File: config.mk
export PLATFORM = sky130hd
export DESIGN_NAME = eefr_top
export DESIGN_NICKNAME = d
export VERILOG_FILES = /design/src/design/eefr_pkg.sv /design/src/design/eefr_src_sel.sv /design/src/design/eefr_rise.sv /design/src/design/eefr_top.sv
export SDC_FILE = /design/constraint.sdc
export NUM_CORES = 1
export LEC_CHECK = 0
export BUFFER_PORTS_ARGS = -buffer_cell sky130_fd_sc_hd__buf_4
export CAP_MARGIN = 20
export CORE_AREA = 3 3 144 146
export DETAILED_ROUTE_END_ITERATION = 12
export DIE_AREA = 0 0 147 149
export GPL_ROUTABILITY_DRIVEN = 0
export PLACE_DENSITY_LB_ADDON = 0.05
export SLEW_MARGIN = 15
export SYNTH_ARGS = -nofsm -noshare
export SYNTH_HDL_FRONTEND = slang
export SYNTH_SLANG_ARGS = --single-unit
File: constraint.sdc
create_clock -name mclk -period 4.8 [get_ports mclk]
set_clock_uncertainty 0.2 [all_clocks]
set_input_delay 0.48 -clock mclk [delete_from_list [all_inputs] [get_ports mclk]]
set_output_delay 0.48 -clock mclk [all_outputs]
set_load 0.01 [all_outputs]
File: src/design/eefr_pkg.sv
package eefr_pkg;

    // Register bus
    localparam int ADDR_W = 8;
    localparam int DATA_W = 16;

    // Register offsets (word index on the plain port)
    localparam logic [7:0] OFS_EV3_SRC = 8'h00;
    localparam logic [7:0] OFS_EV3_KIND = 8'h01;
    localparam logic [7:0] OFS_EV4_SRC = 8'h02;
    localparam logic [7:0] OFS_EV4_KIND = 8'h03;
    localparam logic [7:0] OFS_EV5_SRC = 8'h04;
    localparam logic [7:0] OFS_EV5_KIND = 8'h05;
    localparam logic [7:0] OFS_CLR_SRC = 8'h06;
    localparam logic [7:0] OFS_TRIP_STS = 8'h07;
    localparam logic [7:0] OFS_LIVE_STS = 8'h08;
    localparam logic [7:0] OFS_INT_STS = 8'h09;
    localparam logic [7:0] OFS_INT_CLR = 8'h0A;
    localparam logic [7:0] OFS_INT_ENA = 8'h0B;

    // Number of events handled here
    localparam int NUM_EV = 3;

    // Source codes
    localparam logic [15:0] SRC_FALSE = 16'h0000;
    localparam logic [15:0] SRC_TRUE = 16'h0001;
    localparam logic [15:0] SRC_DI_BASE = 16'h0002;
    localparam logic [15:0] SRC_DI_N = 16'h0004;
    localparam logic [15:0] SRC_DIO_BASE = 16'h000A;
    localparam logic [15:0] SRC_DIO_N = 16'h0002;
    localparam logic [15:0] SRC_TF_BASE = 16'h0012;
    localparam logic [15:0] SRC_TF_N = 16'h0003;
    localparam logic [15:0] SRC_SUP_BASE = 16'h0018;
    localparam logic [15:0] SRC_SUP_N = 16'h0006;
    // Bit pointer choice: flag bit set, index in the low bits
    localparam int SRC_PTR_FLAG = 15;
    localparam int PTR_W = 6;
    localparam int OTHER_W = 64;

    // Event kind encodings
    localparam logic [15:0] KIND_FAULT = 16'h0000;
    localparam logic [15:0] KIND_WARN = 16'h0001;

    // Reset values
    localparam logic [15:0] EV_SRC_RST = SRC_TRUE;
    localparam logic [15:0] EV_KIND_RST = KIND_FAULT;
    localparam logic [15:0] CLR_SRC_RST = SRC_FALSE;

    // Interrupt status layout
    localparam int IRQ_W = 7;
    localparam int IRQ_TRIP_LSB = 0;
    localparam int IRQ_WARN_LSB = 3;
    localparam int IRQ_RESET_BIT = 6;
    localparam logic [IRQ_W-1:0] IRQ_RST = 7'h00;

    // Trip status layout
    localparam int TRIP_LSB = 0;
    localparam int WARN_LSB = 4;

    // Live status layout
    localparam int LIVE_EV_LSB = 0;
    localparam int LIVE_CLR_BIT = 4;

    typedef struct packed {
        logic [OTHER_W-1:0] other;
        logic [5:0] superv;
        logic [2:0] timed;
        logic [1:0] dio;
        logic [3:0] di;
    } eefr_src_bus_t;

    typedef struct packed {
        logic [ADDR_W-1:0] addr;
        logic [DATA_W-1:0] wdata;
        logic wr;
        logic rd;
    } eefr_bus_req_t;

    typedef struct packed {
        logic prev;
    } eefr_rise_st_t;

    typedef struct packed {
        logic [NUM_EV-1:0][15:0] ev_src;
        logic [NUM_EV-1:0][15:0] ev_kind;
        logic [15:0] clr_src;
        logic [NUM_EV-1:0] trip;
        logic [NUM_EV-1:0] warn;
        logic [IRQ_W-1:0] int_sts;
        logic [IRQ_W-1:0] int_ena;
        logic irq;
        logic [DATA_W-1:0] rdata;
    } eefr_st_t;

endpackage

File: src/design/eefr_src_sel.sv
`timescale 1ns/1ps
module eefr_src_sel
    import eefr_pkg::*;
(
    input wire logic [15:0] code,
    input wire eefr_src_bus_t src,
    output logic bit_out
);

    logic [15:0] rel;

    always_comb
    begin
        rel = 16'h0000;
        bit_out = 1'b0;
        if (code[SRC_PTR_FLAG])
        begin
            bit_out = src.other[code[PTR_W-1:0]];
        end
        else if (code == SRC_FALSE)
        begin
            bit_out = 1'b0;
        end
        else if (code == SRC_TRUE)
        begin
            bit_out = 1'b1;
        end
        else if (code >= SRC_DI_BASE && code < SRC_DI_BASE + SRC_DI_N)
        begin
            rel = code - SRC_DI_BASE;
            bit_out = src.di[rel[1:0]];
        end
        else if (code >= SRC_DIO_BASE && code < SRC_DIO_BASE + SRC_DIO_N)
        begin
            rel = code - SRC_DIO_BASE;
            bit_out = src.dio[rel[0]];
        end
        else if (code >= SRC_TF_BASE && code < SRC_TF_BASE + SRC_TF_N)
        begin
            rel = code - SRC_TF_BASE;
            bit_out = src.timed[rel[1:0]];
        end
        else if (code >= SRC_SUP_BASE && code < SRC_SUP_BASE + SRC_SUP_N)
        begin
            rel = code - SRC_SUP_BASE;
            bit_out = src.superv[rel[2:0]];
        end
    end

endmodule

File: src/design/eefr_rise.sv
`timescale 1ns/1ps
module eefr_rise
    import eefr_pkg::*;
(
    input wire logic mclk,
    input wire logic rst,
    input wire logic level,
    output logic pulse
);

    eefr_rise_st_t s_ff;
    eefr_rise_st_t nxt_s;

    always_comb
    begin
        nxt_s = s_ff;
        nxt_s.prev = level;
    end

    // Only a low to high step counts; a steady high repeats nothing
    assign pulse = level & ~s_ff.prev;

    always_ff @(posedge mclk or posedge rst)
    begin
        if (rst)
        begin
            s_ff <= '0;
        end
        else
        begin
            s_ff <= nxt_s;
        end
    end

endmodule

File: src/design/eefr_top.sv
`timescale 1ns/1ps
module eefr_top
    import eefr_pkg::*;
(
    input wire logic mclk,
    input wire logic rst,
    input wire logic [ADDR_W-1:0] bus_addr,
    input wire logic [DATA_W-1:0] bus_wdata,
    input wire logic bus_wr,
    input wire logic bus_rd,
    output logic [DATA_W-1:0] bus_rdata,
    input wire logic [3:0] digital_input_status,
    input wire logic [1:0] bidir_pin_status,
    input wire logic [2:0] timed_func_status,
    input wire logic [5:0] supervision_status,
    input wire logic [OTHER_W-1:0] other_status,
    input wire logic fieldbus_clear_req,
    output logic [NUM_EV-1:0] fault_trip,
    output logic [NUM_EV-1:0] warning,
    output logic irq
);

    eefr_st_t s_ff;
    eefr_st_t nxt_s;
    eefr_src_bus_t src;
    eefr_bus_req_t req;
    logic [NUM_EV-1:0] ev_level;
    logic [NUM_EV-1:0] ev_active;
    logic clr_level;
    logic clr_rise;
    logic clear_req;
    logic [NUM_EV-1:0] trip_set;
    logic [NUM_EV-1:0] warn_rise;
    logic [IRQ_W-1:0] int_evt;

    // Maps a register offset to an event number, or NUM_EV if none
    function automatic logic [1:0] ev_of(input logic [ADDR_W-1:0] a);
        logic [1:0] r;
        r = 2'(NUM_EV);
        case (a)
            OFS_EV3_SRC, OFS_EV3_KIND: r = 2'd0;
            OFS_EV4_SRC, OFS_EV4_KIND: r = 2'd1;
            OFS_EV5_SRC, OFS_EV5_KIND: r = 2'd2;
            default: r = 2'(NUM_EV);
        endcase
        return r;
    endfunction

    // True for the kind half of an event register pair
    function automatic logic is_kind(input logic [ADDR_W-1:0] a);
        return (a == OFS_EV3_KIND) || (a == OFS_EV4_KIND) ||
            (a == OFS_EV5_KIND);
    endfunction

    assign src.di = digital_input_status;
    assign src.dio = bidir_pin_status;
    assign src.timed = timed_func_status;
    assign src.superv = supervision_status;
    assign src.other = other_status;

    assign req.addr = bus_addr;
    assign req.wdata = bus_wdata;
    assign req.wr = bus_wr;
    assign req.rd = bus_rd;

    genvar gi;
    generate
        for (gi = 0; gi < NUM_EV; gi = gi + 1)
        begin : g_ev
            eefr_src_sel u_sel
            (
                .code(s_ff.ev_src[gi]),
                .src(src),
                .bit_out(ev_level[gi])
            );
            // Event source reads true while inactive
            assign ev_active[gi] = ~ev_level[gi];
        end
    endgenerate

    eefr_src_sel u_clr_sel
    (
        .code(s_ff.clr_src),
        .src(src),
        .bit_out(clr_level)
    );

    eefr_rise u_clr_rise
    (
        .mclk(mclk),
        .rst(rst),
        .level(clr_level),
        .pulse(clr_rise)
    );

    // Fieldbus path bypasses the source selector
    assign clear_req = clr_rise | fieldbus_clear_req;

    always_comb
    begin
        logic [1:0] ev;
        ev = 2'd0;
        nxt_s = s_ff;
        trip_set = '0;
        warn_rise = '0;
        int_evt = '0;

        // Register writes
        if (req.wr)
        begin
            ev = ev_of(req.addr);
            if (ev < 2'(NUM_EV))
            begin
                if (is_kind(req.addr))
                begin
                    nxt_s.ev_kind[ev] = req.wdata;
                end
                else
                begin
                    nxt_s.ev_src[ev] = req.wdata;
                end
            end
            else if (req.addr == OFS_CLR_SRC)
            begin
                nxt_s.clr_src = req.wdata;
            end
            else if (req.addr == OFS_INT_ENA)
            begin
                nxt_s.int_ena = req.wdata[IRQ_W-1:0];
            end
        end

        // Trip and warning per event
        for (int i = 0; i < NUM_EV; i++)
        begin
            if (s_ff.ev_kind[i] == KIND_WARN)
            begin
                nxt_s.warn[i] = ev_active[i];
            end
            else
            begin
                nxt_s.warn[i] = 1'b0;
                trip_set[i] = ev_active[i];
            end
            warn_rise[i] = nxt_s.warn[i] & ~s_ff.warn[i];
            if (trip_set[i])
            begin
                nxt_s.trip[i] = 1'b1;
            end
            else if (clear_req && !ev_active[i])
            begin
                nxt_s.trip[i] = 1'b0;
            end
        end

        // Sticky interrupt status; new events win over a clear
        int_evt[IRQ_TRIP_LSB +: NUM_EV] = trip_set & ~s_ff.trip;
        int_evt[IRQ_WARN_LSB +: NUM_EV] = warn_rise;
        int_evt[IRQ_RESET_BIT] = clear_req;
        if (req.wr && req.addr == OFS_INT_CLR)
        begin
            nxt_s.int_sts = s_ff.int_sts & ~req.wdata[IRQ_W-1:0];
        end
        nxt_s.int_sts = nxt_s.int_sts | int_evt;
        nxt_s.irq = |(nxt_s.int_sts & nxt_s.int_ena);

        // Read data stand in the cycle after the strobe only
        nxt_s.rdata = '0;
        if (req.rd)
        begin
            ev = ev_of(req.addr);
            if (ev < 2'(NUM_EV))
            begin
                if (is_kind(req.addr))
                begin
                    nxt_s.rdata = s_ff.ev_kind[ev];
                end
                else
                begin
                    nxt_s.rdata = s_ff.ev_src[ev];
                end
            end
            else
            begin
                case (req.addr)
                    OFS_CLR_SRC: nxt_s.rdata = s_ff.clr_src;
                    OFS_TRIP_STS:
                    begin
                        nxt_s.rdata[TRIP_LSB +: NUM_EV] = s_ff.trip;
                        nxt_s.rdata[WARN_LSB +: NUM_EV] = s_ff.warn;
                    end
                    OFS_LIVE_STS:
                    begin
                        nxt_s.rdata[LIVE_EV_LSB +: NUM_EV] = ev_active;
                        nxt_s.rdata[LIVE_CLR_BIT] = clr_level;
                    end
                    OFS_INT_STS: nxt_s.rdata[IRQ_W-1:0] = s_ff.int_sts;
                    OFS_INT_ENA: nxt_s.rdata[IRQ_W-1:0] = s_ff.int_ena;
                    default: nxt_s.rdata = '0;
                endcase
            end
        end
    end

    always_ff @(posedge mclk or posedge rst)
    begin
        if (rst)
        begin
            s_ff.ev_src <= {NUM_EV{EV_SRC_RST}};
            s_ff.ev_kind <= {NUM_EV{EV_KIND_RST}};
            s_ff.clr_src <= CLR_SRC_RST;
            s_ff.trip <= '0;
            s_ff.warn <= '0;
            s_ff.int_sts <= IRQ_RST;
            s_ff.int_ena <= IRQ_RST;
            s_ff.irq <= 1'b0;
            s_ff.rdata <= '0;
        end
        else
        begin
            s_ff <= nxt_s;
        end
    end

    assign bus_rdata = s_ff.rdata;
    assign fault_trip = s_ff.trip;
    assign warning = s_ff.warn;
    assign irq = s_ff.irq;

endmodule

# Word level (Yosys, flattened, before mapping)
# Cells that the tools add are included.
[word_totals] reg_bits=150
[classes] n_eq_ne=18 bitwise=20 magnitude_cmp=57 n_addsub=16 reduce_logical=38 n_mux=104
[ops] operator=">= comparator 16 x 5 -> 1 bit (second input constant)" n=8
[ops] operator="less-than comparator 16 x 5 -> 1 bit (second input constant)" n=8
[ops] operator="equality test 16 x 1 -> 1 bit (second input constant)" n=7
[ops] operator="bitwise mux 48 bit" n=2
[ops] operator="2-to-1 mux 16 bit" n=6
[ops] operator="binary-select mux 16 bit (select 2 bit)" n=2
[ops] operator=">= comparator 16 x 2 -> 1 bit (second input constant)" n=4
[ops] operator=">= comparator 16 x 4 -> 1 bit (second input constant)" n=4
[ops] operator="zero test 16 bit" n=4
[ops] operator="less-than comparator 16 x 3 -> 1 bit (second input constant)" n=4
[ops] operator="less-than comparator 16 x 4 -> 1 bit (second input constant)" n=4
[ops] operator="2-to-1 mux 1 bit" n=64
[ops] operator="2-to-1 mux 7 bit" n=5
[ops] operator="demux 16 bit (select 2 bit)" n=1
[ops] operator="equality test 8 x 3 -> 1 bit (second input constant)" n=4
[ops] operator="equality test 8 x 4 -> 1 bit (second input constant)" n=4
[ops] operator="less-than comparator 2 x 3 -> 1 bit (second input constant)" n=10
[ops] operator="less-than comparator 6 x 7 -> 1 bit (second input constant)" n=4
[ops] operator="binary-select mux 1 bit (select 6 bit)" n=4
[ops] operator="logical AND 1 bit" n=21
[ops] operator="binary-select mux 1 bit (select 2 bit)" n=8
[ops] operator="equality test 8 x 2 -> 1 bit (second input constant)" n=2
[ops] operator="less-than comparator 3 x 4 -> 1 bit (second input constant)" n=4
[ops] operator="subtractor 2 bit (second input constant)" n=8
[ops] operator="28 further kinds" n=61

# Longest topological paths before layout
# Gate-level depths: netlist of run 1.
[logic_depth] ltp_word=16 ltp_mapped=10

# Modules after synthesis
# From an unflattened synthesis of run 1, not the netlist that was laid out.
[hier_totals] hier_cells=861 hier_area_um2=10168.5
[by_module_without_submodules] mod="eefr_top" area_each_um2=7128.1 cells_each=590 seq_area_each_um2=3732.3 instances=1
[by_module_without_submodules] mod="eefr_src_sel" area_each_um2=749.5 cells_each=67 seq_area_each_um2=0.0 instances=4
[by_module_without_submodules] mod="eefr_rise" area_each_um2=42.5 cells_each=3 seq_area_each_um2=25.0 instances=1

# Worst setup path after synthesis of run 1
# OpenSTA, ideal clock, no wires.
[synth_path] kind="input to register" start="input port bus_addr[5]" end="register irq (netlist name)" path_buffers=0 slack_ns=1.995 arrival_time_ns=2.463 path_stages=7 t_required_ns=4.458 cell_sequence="or4_4 > nor3_2 > mux2_2 > a2111oi_0 > nand2_1 > a21oi_1 > o211ai_1"
[synth_rtl] item="from (decl)" line="eefr_top.sv:7" rtl="input wire logic [ADDR_W-1:0] bus_addr,"

==> results of run 1 <==
## worst max-delay path: cells and delay by family, from the launching register on
| kind | cells | cell delay [ns] |
|---|---|---|
| compound gates | 4 | 1.18 |
| mux | 3 | 0.98 |
| flops | 1 | 0.96 |
## metrics by stage
| step | setup slack, ns | hold WS (ns) | power (mW) | instances | utilization [%] |
|---|---|---|---|---|---|
| floorplan | 0.08857 | 0.2645 | 1.728 | 904 | - |
| global placement | 1.299 | 0.2969 | 1.955 | 1218 | 58.52 |
| detailed placement | 1.204 | 0.2987 | 1.969 | 1218 | 58.52 |
| CTS | 1.300 | 0.01170 | 3.314 | 1250 | 61.58 |
| global route | 1.149 | 0.03888 | 3.426 | 1250 | 61.58 |
| finish | 1.355 | -0.03039 | 3.315 | 1250 | 61.58 |
## logic make-up after synthesis
group           Yosys count
buf+inv                 110
mux                     268
simple gates            224
flops                   150
compound gates          152
## final timing paths
check                                 startpoint                     end  slack [ns]  depth (start not counted)
min in group mclk                   bus_wdata[6]    s_ff[43]$_DFFE_PP0P_        0.12                          2
hold / removal                               rst    s_ff[81]$_DFFE_PP0P_       -0.03                          2
setup reg to reg           s_ff[117]$_DFFE_PP1P_  bus_rdata[1]$_DFF_PP0_        1.35                          7
setup / recovery           s_ff[117]$_DFFE_PP1P_  bus_rdata[1]$_DFF_PP0_        1.35                          7
max in group asynchronous                    rst   s_ff[101]$_DFFE_PP1P_        3.37                          3
hold reg to reg            s_ff[139]$_DFFE_PP0P_   s_ff[139]$_DFFE_PP0P_        0.31                          2
## synthesized netlist by cell type, drive strengths merged, types with 12 or more instances
master    n
nand2    47
a21oi    25
o211ai   12
clkbuf   30
buf      63
nor4     19
inv      17
nor2     37
nor2b    21
mux4     75
nand3    27
mux2    131
dfrtp   147
nand2b   14
mux2i    62
o21ai    27
## power groups by stage
stage	sequential [mW]	combinational [mW]	clock [mW]
4_1_cts	1.42	0.529	1.37
3_5_place_dp	1.44	0.527	0
5_1_grt	1.43	0.571	1.43
2_1_floorplan	1.39	0.343	0
3_3_place_gp	1.44	0.515	0
6_report	1.42	0.534	1.36
## placed cells by master (no fill, tap or decap), types with 16 or more instances in the layout
cell	instances
nand2_1	44
nor4_1	19
mux2_2	131
buf_4	142
nor2_1	34
nor2b_1	21
clkbuf_16	17
mux4_2	70
nand3_1	23
dfrtp_1	147
inv_1	16
mux2i_1	62
a21oi_1	24
o21ai_0	27
## sequential cells by signal, summed over array words and instances (netlist names)
signal / count
irq: 1
u_clr_rise.s_ff: 1
s_ff: 126
warning: 3
bus_rdata: 16
fault_trip: 3
## layout make-up
class / instances / area (um^2)
fillers: 1607 / 7502
multi-input cells: 644 / 6203
flip-flops and latches: 150 / 3757
repair buffers: 142 / 1066
clock buffers: 18 / 439.2
well taps: 265 / 331.6
clock inverters: 14 / 157.7
inverters: 17 / 68.82
## metal layers
layer / part of all wire (%) / wire length (um)
met4: 3.3 / 1092
met3: 8.3 / 2759
met1: 43 / 14330
met5: 0 / 0
met2: 45 / 15070
==> impl_metrics.tcl, run 1 <==
set metrics [dict create \
    yosysSeqAreaShare_pct 35.60 \
    nets 1080 \
    cp_cell_sequence "mux4_2 > mux2i_1 > mux2i_1 > a2111o_1 > o211ai_2 > a222oi_1 > a2111oi_2" \
    ant_nets 0 \
    wire_per_inst_um 26.60 \
    wl_um 33250 \
    vdd_ir_drop_max_v 0.0002396 \
    cts.sinks 150 \
    dpl.hpwl_um 25010 \
    p_sw_share_pct 29.30 \
    antenna_found_initial 0 \
    die_y_um 149 \
    min-delay-path-class "primary input to async pin" \
    grt_overflow_total 0 \
    drc 0 \
    first_iter_violations 833 \
    async_reset_ff_share_pct 100.0 \
    cts_resized 0 \
    clk_pin_slew_ns 0.07 \
    use_met1_pct 44.51 \
    critPathArrivalTime_ns 3.56 \
    yosys.area.top_type "dfrtp_1" \
    violations "negative hold slack" \
    cp_data_required_time_ns 4.91 \
    placed_cell_area_mm2 0.01143 \
    outcome "finished, violations left" \
    netlist_area_mm2 0.01056 \
    synth-seq-cells 150 \
    yosysTopAreaCellShare_pct 34.85 \
    synth_adder_area_share_pct 0 \
    design_area_mm2 0.01202 \
    fin_setup_tns_ns 0 \
    whs_ns -0.03039 \
    dieArea_mm2 0.02190 \
    yosysUniqueCellTypes 77 \
    port_buffers 130 \
    slowest_delay_ns 0.96 \
    setup_viol 0 \
    maxCapViolations 0 \
    grt_use_met2_pct 46.19 \
    grtUsageMet3_pct 6.472 \
    insertion_delay_ns 0.44 \
    die_w_um 147 \
    critPathSlowestCell "dfstp_2" \
    initial_utilization_pct 54.06 \
    synthMuxAreaShare_pct 36.04 \
    slew_headroom_pct 33.77 \
    worstSetupEndpointType "flip-flop" \
    postCtsSetupBuffers 0 \
    synth-compound-area-share_pct 10.91 \
    n_antenna_cell 0 \
    hold_viol_final 15 \
    drive_above_1_share_pct 41.52 \
    area_growth_pct 13.92 \
    cts-htree-levels 4 \
    grt_max_degree 87 \
    ios 131 \
    grt_first_pass_wirelength_um 51470 \
    fin_crit_ns 3.445 \
    first_global_vias 8526 \
    startpoint_type "flip-flop" \
    cts_buffer_depth 2 \
    cp_common_cell "mux2i_1" \
    vias 8561 \
    power.density_mw_per_mm2 275.7 \
    synth_xor_xnor_area_share_pct 0 \
    via_per_inst 6.849 \
    cts_hold_buf 0 \
    rsz0062_at_grt "no" \
    grt_use_total_pct 30.71 \
    fp-row-count 51 \
    p_seq_share_pct 42.9 \
    drv_slew 0 \
    layout_worst_path_cycle_share_pct 71.78 \
    switchingPower_mw 0.9714 \
    p_int_mw 2.343 \
    grt.busiest_layer "met2" \
    power.clock.fraction_pct 41.0 \
    synth_edf_count 0 \
    dr.pass1.iters 5 \
    numCtsBuffers 17 \
    combPwrFrac_pct 16.1 \
    syn_nets 1012 \
    cts-root-buf "clkbuf_16" \
    synth_ff_type "dfrtp_1" \
    syn_inst 904 \
    tritoncts "done" \
    critPathKind "flip-flop to flip-flop" \
    tightestPinTransition_ns 0.9935 \
    synth.area.top_cells "dfrtp_1 (35%), mux4_2 (15%), mux2_2 (14%)" \
    synth_top_family_by_area "multiplexers" \
    synthSimpleGateAreaFrac_pct 11.83 \
    syn_avg_cell_area_um2 11.68 \
    crit_fanout 21 \
    fmax_mhz 290.2 \
    leakage_nw 5.175 \
    core-area_mm2 0.01953 \
    yosysWarningCount 0 \
]
(Power assumes the default switching activity.)
==> run 2: changes to the inputs <==
--- a/config.mk
+++ b/config.mk
@@ -5,11 +5,12 @@
 export SDC_FILE = /design/constraint.sdc
 export NUM_CORES = 1
 export LEC_CHECK = 0
+export ABC_AREA = 1
 export BUFFER_PORTS_ARGS = -buffer_cell sky130_fd_sc_hd__buf_4
 export CAP_MARGIN = 20
-export CORE_AREA = 3 3 144 146
+export CORE_AREA = 3 3 145 147
 export DETAILED_ROUTE_END_ITERATION = 12
-export DIE_AREA = 0 0 147 149
+export DIE_AREA = 0 0 148 150
 export GPL_ROUTABILITY_DRIVEN = 0
 export PLACE_DENSITY_LB_ADDON = 0.05
 export SLEW_MARGIN = 15
==> constraint.sdc (replaced) <==
create_clock -name mclk -period 3.06 [get_ports mclk]
set_clock_uncertainty 0.2 [all_clocks]
set_input_delay 0.306 -clock mclk [delete_from_list [all_inputs] [get_ports mclk]]
set_output_delay 0.306 -clock mclk [all_outputs]
set_load 0.01 [all_outputs]
==> impl_metrics.tcl, run 2 <==
set metrics [dict create \
    die_y_um 150 \
    area_growth_pct 14.43 \
    cp_common_cell "nand2_1" \
    cts_buffer_depth 2 \
    drv_slew 0 \
    ant_nets 0 \
    grt_first_pass_wirelength_um 62460 \
    grt_max_degree 66 \
    final_cell_mix "nand2_1 (554), o21ai_0 (213), nor2_1 (161), buf_4 (157), dfrtp_1 (147)" \
    nets 1860 \
    yosysUniqueCellTypes 44 \
    path_buf_inv 1 \
    ios 131 \
    antenna_found_initial 0 \
    largest-register "s_ff" \
    yosys.area.top_type "dfrtp_1" \
    netlist_area_mm2 0.01072 \
    fmax_mhz 366.7 \
    design_area_mm2 0.01227 \
    insertion_delay_ns 0.44 \
    largest_reg_flops 126 \
    dieArea_mm2 0.02220 \
    cts-root-buf "clkbuf_16" \
    via_per_inst 5.869 \
    yosysTopAreaCellShare_pct 34.30 \
    min-delay-path-class "primary input to flip-flop" \
    initial_utilization_pct 53.52 \
    slowest_delay_ns 0.69 \
    grt_overflow_total 0 \
    numCtsBuffers 17 \
    synth_edf_count 0 \
    power.density_mw_per_mm2 382.4 \
    slew_headroom_pct 43.02 \
    wl_um 40710 \
    async_reset_ff_share_pct 100.0 \
    synth.area.top_cells "dfrtp_1 (34%), nand2_1 (19%), o21ai_0 (9.9%)" \
    core-area_mm2 0.02004 \
    dp_slack_ns 0.3802 \
    whs_ns 0.04835 \
    drc 0 \
    first_iter_violations 1463 \
    port_buffers 130 \
    setup_slack_ns 0.3329 \
    layout_commonest_cell "nand2_1" \
    startpoint_type "flip-flop" \
    fp-row-count 52 \
    crit_fanout 23 \
    n_antenna_cell 0 \
    outcome "finished clean" \
    placed_cell_area_mm2 0.01168 \
    vias 11940 \
    cts.sinks 150 \
    cts-htree-levels 4 \
    worstSetupEndpointType "flip-flop" \
    tritoncts "done" \
    fin_setup_tns_ns 0 \
    synth-seq-cells 150 \
    fin_crit_ns 2.727 \
    maxCapViolations 0 \
    post-route-util_pct 61.24 \
    wire_per_inst_um 20.00 \
    synth.most_common_cell "nand2_1" \
    cp_cell_sequence "buf_4 > nand2_1 > nand2_1 > nor2_1 > nor2_1 > nor2_1 > nor2_1 > nand2_1 > nand3_1 > nand2_1 > nand2_1 > nand2_2 > nand3_1 > nand2_1 > nand2_1 > nand2_1 > nor2_1 > nand2_1" \
    tightestPinTransition_ns 0.8469 \
    clk_pin_slew_ns 0.08 \
    syn_inst 1676 \
    hold_viol_final 0 \
    critPathArrivalTime_ns 2.86 \
    postCtsSetupBuffers 0 \
    layout_worst_path_cycle_share_pct 89.12 \
    drive_above_1_share_pct 13.94 \
    syn_nets 1784 \
    grt_use_total_pct 36.63 \
    die_w_um 148 \
    critPathKind "flip-flop to flip-flop" \
    dpl.hpwl_um 30690 \
    leakage_nw 6.112 \
    setup_viol 0 \
    cp_data_required_time_ns 3.19 \
    dr.pass1.iters 7 \
    critPathSlowestCell "dfstp_2" \
    synth_ff_type "dfrtp_1" \
    syn_avg_cell_area_um2 6.399 \
    cpLargestDelayFamily "simple AND/OR/NAND/NOR gates" \
    rsz0062_at_grt "no" \
    yosysSeqAreaShare_pct 35.04 \
    vdd_ir_drop_max_v 0.0003374 \
    yosys-top-cells-count "nand2_1 (554), o21ai_0 (213), nor2_1 (161)" \
    cts_resized 0 \
    first_global_vias 11230 \
    yosysWarningCount 0 \
    fillers 2009 \
]
-- run 2: cell types whose count changed after synthesis, moves of 15 or more --
cell      previous run  this run
inv_1               17       143
mux2_2             131         0
nand3_1             23       115
mux2i_1             62         0
nand2_1             44       554
mux4_2              70         0
o21ai_0             27       213
nor2_1              34       161
a21oi_1             24        66
nor2b_1             21         0
o211ai_1            11        26
-- run 2: metal layers --
layer / global-route usage, % / vias to the layer above / part of all wire, %
met1: 46.25 / 5343 / 38
met3: 7.511 / 219 / 10
li1: - / 5617 / -
met2: 56.34 / 764 / 44
met5: 0 / - / 0
met4: 25.64 / 0 / 8.1
-- run 2: cells by family (layout without fill, tap and decap cells) --
kind of cell | after synthesis | in the layout | share of synthesized area [%]
compound gates | 353 | 353 | 18.20
simple gates | 910 | 910 | 35.52
flops | 150 | 150 | 35.04
buf+inv | 263 | 352 | 11.25
-- run 2: final cells by class --
class / instances / area (um^2) / share of cell area (%)
Inverter: 158 / 601.8 / 4.904
Tap cell: 270 / 337.8 / 2.753
Multi-Input combinational cell: 1263 / 5761 / 46.94
Sequential cell: 150 / 3757 / 30.62
Timing Repair Buffer: 162 / 1249 / 10.18
Clock buffer: 18 / 429.2 / 3.497
Clock inverter: 14 / 136.4 / 1.111
-- run 2: repair_timing --
item | in CTS | in global routing
hold buffers | 3 | 0
hold endpoints to repair | 27 | 0
setup endpoints to repair | 0 | 0
-- run 2: worst paths after layout --
check                                       endpoint  cells after the start                  start  slack (ns)
max in group asynchronous  u_clr_rise.s_ff$_DFF_PP0_                      4                    rst        1.57
min                            s_ff[113]$_DFFE_PP0P_                      3          bus_wdata[12]        0.05
min reg2reg                    s_ff[143]$_DFFE_PP0P_                      2  s_ff[143]$_DFFE_PP0P_        0.29
max                                    irq$_DFF_PP0_                     18  s_ff[117]$_DFFE_PP1P_        0.33
min in group asynchronous       s_ff[81]$_DFFE_PP0P_                      3                    rst        0.32
max reg2reg                            irq$_DFF_PP0_                     18  s_ff[117]$_DFFE_PP1P_        0.33
-- run 2: worst reg2reg max path: stages, from the launching register on --
cell     delay [ns]
dfstp_2        0.69
buf_4          0.31
nand2_1        0.09
nand2_1        0.06
nor2_1         0.04
nor2_1         0.12
nor2_1         0.05
nor2_1         0.16
nand2_1        0.09
nand3_1        0.09
nand2_1        0.07
nand2_1        0.07
nand2_2        0.14
nand3_1        0.12
nand2_1        0.08
nand2_1        0.07
nand2_1        0.05
nor2_1         0.07
nand2_1        0.05
-- run 2: where the power goes --
part           internal (mW)  switching (mW)  total [mW]
Combinational          0.212           0.401       0.613
Clock                   1.08           0.966        2.05
Sequential              2.01          0.0258        2.03
Total                   3.30            1.39        4.69
-- run 2: per-stage QoR --
stage / instances / total power, mW
after floorplan: 1676 / 2.368
after global placement: 2000 / 2.663
after detailed placement: 2000 / 2.662
after CTS: 2035 / 4.695
after global routing: 2035 / 4.849
final: 2035 / 4.693
